<file path="config.mk">
export PLATFORM = sky130hd
export DESIGN_NAME = dpr_host
export DESIGN_NICKNAME = d
export VERILOG_FILES = /design/src/rtl/dpr_host.v
export VERILOG_INCLUDE_DIRS = /design/src /design/src/pkg
export SDC_FILE = /design/constraint.sdc
export NUM_CORES = 1
export LEC_CHECK = 0
export BUFFER_PORTS_ARGS = -buffer_cell sky130_fd_sc_hd__buf_2
export CORE_MARGIN = 8
export CORE_UTILIZATION = 57
export CTS_CLUSTER_DIAMETER = 100
export DETAILED_ROUTE_END_ITERATION = 12
export HOLD_SLACK_MARGIN = 0.1
export MAX_ROUTING_LAYER = met4
export PLACE_DENSITY = 0.87
export SYNTH_ARGS = -nofsm -noshare
export SYNTH_HDL_FRONTEND = slang
export SYNTH_SLANG_ARGS = --single-unit
export TNS_END_PERCENT = 100
</file>
<file path="constraint.sdc">
create_clock -name clk -period 3.05 [get_ports clk]
set_input_delay 0.305 -clock clk [delete_from_list [all_inputs] [get_ports clk]]
set_output_delay 0.305 -clock clk [all_outputs]
set_load 0.02 [all_outputs]
</file>
<file path="src/pkg/dpr_consts.vh">
// constants for the dual-port ram port controller
`ifndef DPR_CONSTS_VH
`define DPR_CONSTS_VH

// ---------------------------------------------------------------
// clock and timing
// ---------------------------------------------------------------
`define DPR_CLK_MHZ 40
`define DPR_T_ACC_NS 55
`define DPR_T_SETUP_NS 20
`define DPR_T_PWE_NS 30
`define DPR_T_HZWE_NS 25
`define DPR_T_WH_NS 35
`define DPR_T_BDD_NS 45
`define DPR_T_BUSY_NS 30
`define DPR_CYC_UP(ns) ((((ns) * `DPR_CLK_MHZ) + 999) / 1000)
`define DPR_ACC_CYC `DPR_CYC_UP(`DPR_T_ACC_NS)
`define DPR_SETUP_CYC `DPR_CYC_UP(`DPR_T_SETUP_NS)
`define DPR_PWE_CYC `DPR_CYC_UP(`DPR_T_PWE_NS + `DPR_T_HZWE_NS)
`define DPR_WH_CYC `DPR_CYC_UP(`DPR_T_WH_NS)
`define DPR_BDD_CYC `DPR_CYC_UP(`DPR_T_BDD_NS)
`define DPR_BUSY_CYC `DPR_CYC_UP(`DPR_T_BUSY_NS)

// ---------------------------------------------------------------
// mailbox addresses
// ---------------------------------------------------------------
`define DPR_MBOX_LEFT 10'h3FF
`define DPR_MBOX_RIGHT 10'h3FE

`endif

</file>
<file path="src/rtl/dpr_host.v">
// one-port bus master driving a dual-port static ram
// How it works
// - leads under 5 ns leave winner open; host waits out busy either way
// - on slave parts write-select falls no earlier than busy high
// - write held by busy keeps write-select low a minimum after busy rises
// - write-select stays high through every read cycle
// - write pulse with output-enable low covers turn-off plus data set-up
// - write is the overlap of select and write-select low
`timescale 1ns/1ps
`include "dpr_consts.vh"

module dpr_host #(
  parameter AW = 10,
  parameter DW = 8,
  parameter LEFT_PORT = 1
) (
  input wire clk,
  input wire rst_n,
  input wire req_valid,
  input wire req_write,
  input wire req_mbox,
  input wire [AW-1:0] req_addr,
  input wire [DW-1:0] req_wdata,
  output reg req_ready,
  output reg rsp_valid,
  output reg [DW-1:0] rsp_rdata,
  output reg irq_pending,
  output reg ram_ce_n,
  output reg ram_we_n,
  output reg ram_oe_n,
  output reg [AW-1:0] ram_addr,
  output reg [DW-1:0] ram_dq_o,
  output reg ram_dq_oe,
  input wire [DW-1:0] ram_dq_i,
  input wire ram_busy_n,
  input wire ram_int_n
);

  // ---------------------------------------------------------------
  // states and constants
  // ---------------------------------------------------------------
  localparam S_IDLE = 6'h01;
  localparam S_SETUP = 6'h02;
  localparam S_WRITE = 6'h04;
  localparam S_READ = 6'h08;
  localparam S_HOLD = 6'h10;
  localparam S_DONE = 6'h20;
  // timing counts cut to the counter width on purpose
  localparam integer ACC_N = `DPR_ACC_CYC;
  localparam integer SETUP_N = `DPR_SETUP_CYC;
  localparam integer PWE_N = `DPR_PWE_CYC;
  localparam integer WH_N = `DPR_WH_CYC;
  localparam integer BDD_N = `DPR_BDD_CYC;
  localparam integer BUSY_N = `DPR_BUSY_CYC;
  localparam [7:0] ACC_CYC = ACC_N[7:0];
  localparam [7:0] SETUP_CYC = SETUP_N[7:0];
  localparam [7:0] PWE_CYC = PWE_N[7:0];
  localparam [7:0] WH_CYC = WH_N[7:0];
  localparam [7:0] BDD_CYC = BDD_N[7:0];
  localparam [7:0] BUSY_CYC = BUSY_N[7:0];
  localparam [AW-1:0] MBOX_OWN = LEFT_PORT ? `DPR_MBOX_LEFT : `DPR_MBOX_RIGHT;
  localparam [AW-1:0] MBOX_PEER = LEFT_PORT ? `DPR_MBOX_RIGHT : `DPR_MBOX_LEFT;

  // ---------------------------------------------------------------
  // reset release and pin synchronisers
  // ---------------------------------------------------------------
  reg rst_a_ff;
  reg rst_b_ff;
  wire rst_sync_n = rst_b_ff;

  // two-stage reset release
  always @(posedge clk or negedge rst_n)
  begin
    if (!rst_n)
    begin
      rst_a_ff <= 1'b0;
      rst_b_ff <= 1'b0;
    end
    else
    begin
      rst_a_ff <= 1'b1;
      rst_b_ff <= rst_a_ff;
    end
  end

  reg busy_a_ff;
  reg busy_b_ff;
  reg int_a_ff;
  reg int_b_ff;
  reg [DW-1:0] dq_a_ff;
  reg [DW-1:0] dq_b_ff;

  // busy, interrupt and data pins pass two flops
  always @(posedge clk or negedge rst_sync_n)
  begin
    if (!rst_sync_n)
    begin
      busy_a_ff <= 1'b1;
      busy_b_ff <= 1'b1;
      int_a_ff <= 1'b1;
      int_b_ff <= 1'b1;
      dq_a_ff <= {DW{1'b0}};
      dq_b_ff <= {DW{1'b0}};
    end
    else
    begin
      busy_a_ff <= ram_busy_n;
      busy_b_ff <= busy_a_ff;
      int_a_ff <= ram_int_n;
      int_b_ff <= int_a_ff;
      dq_a_ff <= ram_dq_i;
      dq_b_ff <= dq_a_ff;
    end
  end

  // ---------------------------------------------------------------
  // access sequencer
  // ---------------------------------------------------------------
  reg [5:0] state_ff;
  reg [7:0] cnt_ff;

  // one access at a time; select held only during an access
  always @(posedge clk or negedge rst_sync_n)
  begin
    if (!rst_sync_n)
    begin
      state_ff <= S_IDLE;
      cnt_ff <= 8'h00;
      req_ready <= 1'b0;
      rsp_valid <= 1'b0;
      rsp_rdata <= {DW{1'b0}};
      irq_pending <= 1'b0;
      ram_ce_n <= 1'b1;
      ram_we_n <= 1'b1;
      ram_oe_n <= 1'b1;
      ram_addr <= {AW{1'b0}};
      ram_dq_o <= {DW{1'b0}};
      ram_dq_oe <= 1'b0;
    end
    else
    begin
      rsp_valid <= 1'b0;
      irq_pending <= ~int_b_ff;
      case (state_ff)
        S_IDLE:
        begin
          req_ready <= 1'b1;
          ram_ce_n <= 1'b1;
          ram_we_n <= 1'b1;
          ram_oe_n <= 1'b1;
          ram_dq_oe <= 1'b0;
          if (req_valid && req_ready)
          begin
            req_ready <= 1'b0;
            // mailbox requests pick the fixed address
            if (req_mbox)
              ram_addr <= req_write ? MBOX_PEER : MBOX_OWN;
            else
              ram_addr <= req_addr;
            ram_dq_o <= req_wdata;
            ram_ce_n <= 1'b0; // select before write-select
            ram_we_n <= 1'b1;
            ram_oe_n <= req_write;
            // two extra cycles cover the pin synchroniser lag
            cnt_ff <= req_write ? (BUSY_CYC + 8'h02) : (ACC_CYC + 8'h02);
            state_ff <= req_write ? S_SETUP : S_READ;
          end
        end
        S_SETUP:
        begin
          // wait for arbitration to settle before the write pulse
          if (!busy_b_ff)
            cnt_ff <= BUSY_CYC;
          else if (cnt_ff > 8'h01)
            cnt_ff <= cnt_ff - 8'h01;
          else
          begin
            ram_we_n <= 1'b0;
            ram_dq_oe <= 1'b1;
            cnt_ff <= (PWE_CYC > SETUP_CYC) ? PWE_CYC : SETUP_CYC;
            state_ff <= S_WRITE;
          end
        end
        S_WRITE:
        begin
          // busy during the pulse defers the write
          if (!busy_b_ff)
          begin
            cnt_ff <= WH_CYC;
          end
          else if (cnt_ff > 8'h01)
            cnt_ff <= cnt_ff - 8'h01;
          else
          begin
            ram_we_n <= 1'b1; // write-select ends the write
            cnt_ff <= 8'h01;
            state_ff <= S_HOLD;
          end
        end
        S_READ:
        begin
          // busy restarts the wait with the busy-to-data time
          if (!busy_b_ff)
          begin
            cnt_ff <= BDD_CYC + 8'h02;
          end
          else if (cnt_ff > 8'h01)
            cnt_ff <= cnt_ff - 8'h01;
          else
          begin
            rsp_rdata <= dq_b_ff; // sampled after sync delay
            ram_oe_n <= 1'b1;
            state_ff <= S_DONE;
          end
        end
        S_HOLD:
        begin
          // data held one cycle past write-select rising
          ram_dq_oe <= 1'b0;
          ram_ce_n <= 1'b1;
          state_ff <= S_DONE;
        end
        S_DONE:
        begin
          // select toggles high between accesses
          ram_ce_n <= 1'b1;
          rsp_valid <= 1'b1;
          state_ff <= S_IDLE;
        end
        default:
        begin
          state_ff <= S_IDLE;
        end
      endcase
    end
  end

endmodule

</file>
==> impl_metrics.csv <==
group,metric,value,unit
clock_network,tritoncts,"done",
die,die_w,86.9,µm
final_layout,drive_above_1_share,32.1,%
global_routing,grt_pass1_wl,12.8,mm
sta,setup_viol,0,
logic_synthesis,synth_common_cells,"dfrtp_1, nand2_1, nor2_1, o21ai_0, inv_1",
drt,via_per_inst,5.66,
logic_synthesis,synth-xor-area-share,1.22,%
power_and_ir_drop,clock_power_share,22.5,%
worst_setup_path,crit_required,3290,ps
clock_network,clock-sinks,69,
hold_path,holdPathEnd,"ram_dq_o[0]$_DFFE_PN0P_",
sta,fin_skew,11.2,ps
logic_synthesis,yosys.area.top_type,"dfrtp_1",
logic_synthesis,synthAdderAreaFrac,0.874,%
hold_path,min_from,"req_wdata[0]",
logic_synthesis,synthCells,257,
power_and_ir_drop,switching_share,42.2,%
logic_synthesis,yosysWarnings,0,
logic_synthesis,synth.area.mux_share,4.24,%
drt,drtAntennaViolNets,0,
logic_synthesis,avgSynthCellArea,11.1,µm²
logic_synthesis,ys_ff_latch,69,
logic_synthesis,synth-compound-area-share,13.5,%
final_layout,fillers,298,
worst_setup_path,rr_startpoint,"state_ff[2]$_DFFE_PN0P_",
hold_path,hold_path_depth,3,
sta,worst_slew_pin_slew,808,ps
drt,drt_iter0_drc,225,
logic_synthesis,yosysSeqAreaShare,60.6,%
sta,clock.fmax,0.425,GHz
place,io_buffers,65,
logic_synthesis,synth_top_family_by_area,"simple AND/OR/NAND/NOR gates",
power_and_ir_drop,pwr-share-comb,40.2,%
sta,rsz0062_at_grt,"no",
clock_network,cts_resized,0,
place,dpl_worst_slack,712,ps
logic_synthesis,synth-edff-count,0,
place,gp_congestion,0.845,
hold_path,hold_class,"in2reg",
worst_setup_path,reg2reg_slack,690,ps
worst_setup_path,path_cells,"or3b_1 -> or4_1 -> nor2_8 -> mux2_2",
logic_synthesis,synthArstFlopShare,100,%
logic_synthesis,yosys.area.top_type_share,53.3,%
worst_setup_path,critPathTopFamily,"simple AND/OR/NAND/NOR gates",
sta,hold_viol,0,
global_routing,gr-usage-all-layers,23.0,%
worst_setup_path,slowest_delay,640,ps
worst_setup_path,worstSetupEndpointType,"flip-flop",
global_routing,grt_pass1_vias,2471,
place,hpwlAfterDp,4.62,mm
worst_setup_path,cp_max_fo,11,
global_routing,grt_max_degree,34,
drt,wire_per_inst,19.4,µm
clock_network,insertion_delay,350,ps
logic_synthesis,synthTopCellsByArea,"dfrtp_1, dfstp_2, nand2_1",
final_layout,areaGrowthSynthToFinish,24.8,%
run_status,status,"finished clean",
logic_synthesis,synth_area,0.00286,mm²
sta,period_share,77.2,%
power_and_ir_drop,power.density,1050,mW/mm²
sta,setup_tns,0,ps
global_routing,antenna_found_initial,0,
die,initial_core_util,57.5,%
die,rows,26,
sta,fin_ws,695,ps
drt,vias,2322,
power_and_ir_drop,p_leak,1.76,nW
worst_setup_path,reg2reg_depth,4,
worst_setup_path,startpoint_type,"flip-flop",
die,dieArea,0.00755,mm²
final_layout,final_nets,370,
sta,slew_viol_final,0,
clock_network,cts_buffer_depth,2,
sta,relSlewSlack,45.9,%
logic_synthesis,syn-num-nets,292,
flow_run,maxCapViolations,0,
power_and_ir_drop,p_int,2.17,mW
worst_setup_path,crit_buf_inv,0,
clock_network,h-tree-depth,3,
worst_setup_path,crit_arrival,2590,ps
power_and_ir_drop,seqPwrFrac,37.3,%
worst_setup_path,cp_slowest_cell,"or4_1",
power_and_ir_drop,p_sw,1.59,mW
worst_setup_path,critPathKind,"reg2reg",
drt,dr.pass1.iters,5,
die,io_pins,66,
worst_setup_path,r2r_end,"rsp_rdata[4]$_DFFE_PN0P_",
clock_network,cts_buffers,9,
sta,layout_min_cycle_time,2360,ps
die,die_h,86.9,µm
clock_network,clockRootBuffer,"clkbuf_8",
power_and_ir_drop,peakVddDrop,0.000707,V
drt,drc,0,
logic_synthesis,synth_most_common_cell,"dfrtp_1",
logic_synthesis,synthFlopType,"dfrtp_1",
final_layout,diodes,0,
logic_synthesis,synthSimpleGateAreaFrac,16.0,%
power_and_ir_drop,total_power,3.76,mW
drt,drt-total-wl,7.94,mm
global_routing,overflow,0,
logic_synthesis,synthDistinctLibCells,49,
die,fp.coreArea,0.00498,mm²
clock_network,path_clk_slew,90,ps
==> metal layers <==
metal,track usage [%],vias up,part of all wire [%]
met1,26.4,1126,39
met2,36.5,133,50
li1,-,1043,-
met5,-,-,0
met3,6.70,20,8.4
met4,10.8,0,2.2
==> layout by cell type, fill, tap and decap left out, types with 4 or more instances in the layout <==
| cell | instances |
|---|---|
| buf_2 | 65 |
| dfrtp_1 | 60 |
| nand2_1 | 43 |
| nor2_1 | 27 |
| o21ai_0 | 15 |
| dlygate4sd3_1 | 11 |
| inv_1 | 10 |
| mux2_2 | 9 |
| clkbuf_8 | 9 |
| dfstp_2 | 8 |
| a21oi_1 | 7 |
| a31oi_1 | 6 |
| xor2_1 | 4 |
==> logic make-up after synthesis <==
kind of cell,count (synthesis)
other,1
flip-flops,69
buffers and inverters,22
adder cells (fa/ha/maj),2
multiplexers,11
AO/OA/AOI/OAI,52
AND/OR/NAND/NOR,96
XOR/XNOR,4
==> stage by stage <==
stage | utilization, % | instances | instance area [µm²] | hold slack [ps]
2_1_floorplan | - | 257 | 2860 | 9.41
5_1_grt | 71.8 | 410 | 3570 | 143
6_report | 71.8 | 410 | 3570 | 139
3_3_place_gp | 65.1 | 383 | 3240 | 92.4
4_1_cts | 71.8 | 410 | 3570 | 143
3_5_place_dp | 65.1 | 383 | 3240 | 95.4
==> state kept, by name, summed over array words and instances, names as in the netlist, 6 cells and up <==
signal and cells:
ram_addr 10, cnt_ff 8, dq_a_ff 8, dq_b_ff 8, ram_dq_o 8, rsp_rdata 8
state_ff 6
==> worst max-delay path by stage <==
stage                       startpoint                       end  slack (ps)  depth (start not counted)
5_1_grt        state_ff[2]$_DFFE_PN0P_  rsp_rdata[5]$_DFFE_PN0P_         590                          4
6_report       state_ff[2]$_DFFE_PN0P_  rsp_rdata[4]$_DFFE_PN0P_         690                          4
2_1_floorplan       rst_b_ff$_DFF_PN0_     cnt_ff[0]$_DFFE_PN0P_        1000                          0
4_1_cts        state_ff[2]$_DFFE_PN0P_  rsp_rdata[6]$_DFFE_PN0P_         720                          4
3_5_place_dp   state_ff[2]$_DFFE_PN0P_  rsp_rdata[5]$_DFFE_PN0P_         710                          4
3_3_place_gp   state_ff[2]$_DFFE_PN0P_  rsp_rdata[7]$_DFFE_PN0P_         800                          4
==> worst min-delay path, stage by stage <==
cell and delay, ps:
buf_2 80, nand2_1 40, nand2_1 40
==> power groups by stage <==
stage | sequential (mW) | combinational (mW) | clock (mW)
after detailed placement | 1.39 | 1.43 | 0
after global placement | 1.37 | 1.38 | 0
after CTS | 1.38 | 1.46 | 0.835
after floorplan | 1.55 | 0.850 | 0
final | 1.40 | 1.51 | 0.847
after global routing | 1.42 | 1.63 | 0.886
==> area by class of cell <==
cell class / instances / area, µm² / area share (%)
inverter: 10 / 37.5 / 1.05
sequential: 69 / 1740 / 48.6
clock buffer: 9 / 124 / 3.47
multi-input combinational: 166 / 1030 / 28.8
clock inverter: 7 / 98.8 / 2.77
timing repair buffer: 79 / 458 / 12.8
tap: 70 / 87.6 / 2.45
==> repair_timing <==
| action | CTS | global route |
|---|---|---|
| hold buffers | 11 | 0 |
| setup buffers | 0 | 0 |
| hold endpoints to repair | 12 | 0 |
Power figures use the tool's default switching activity.
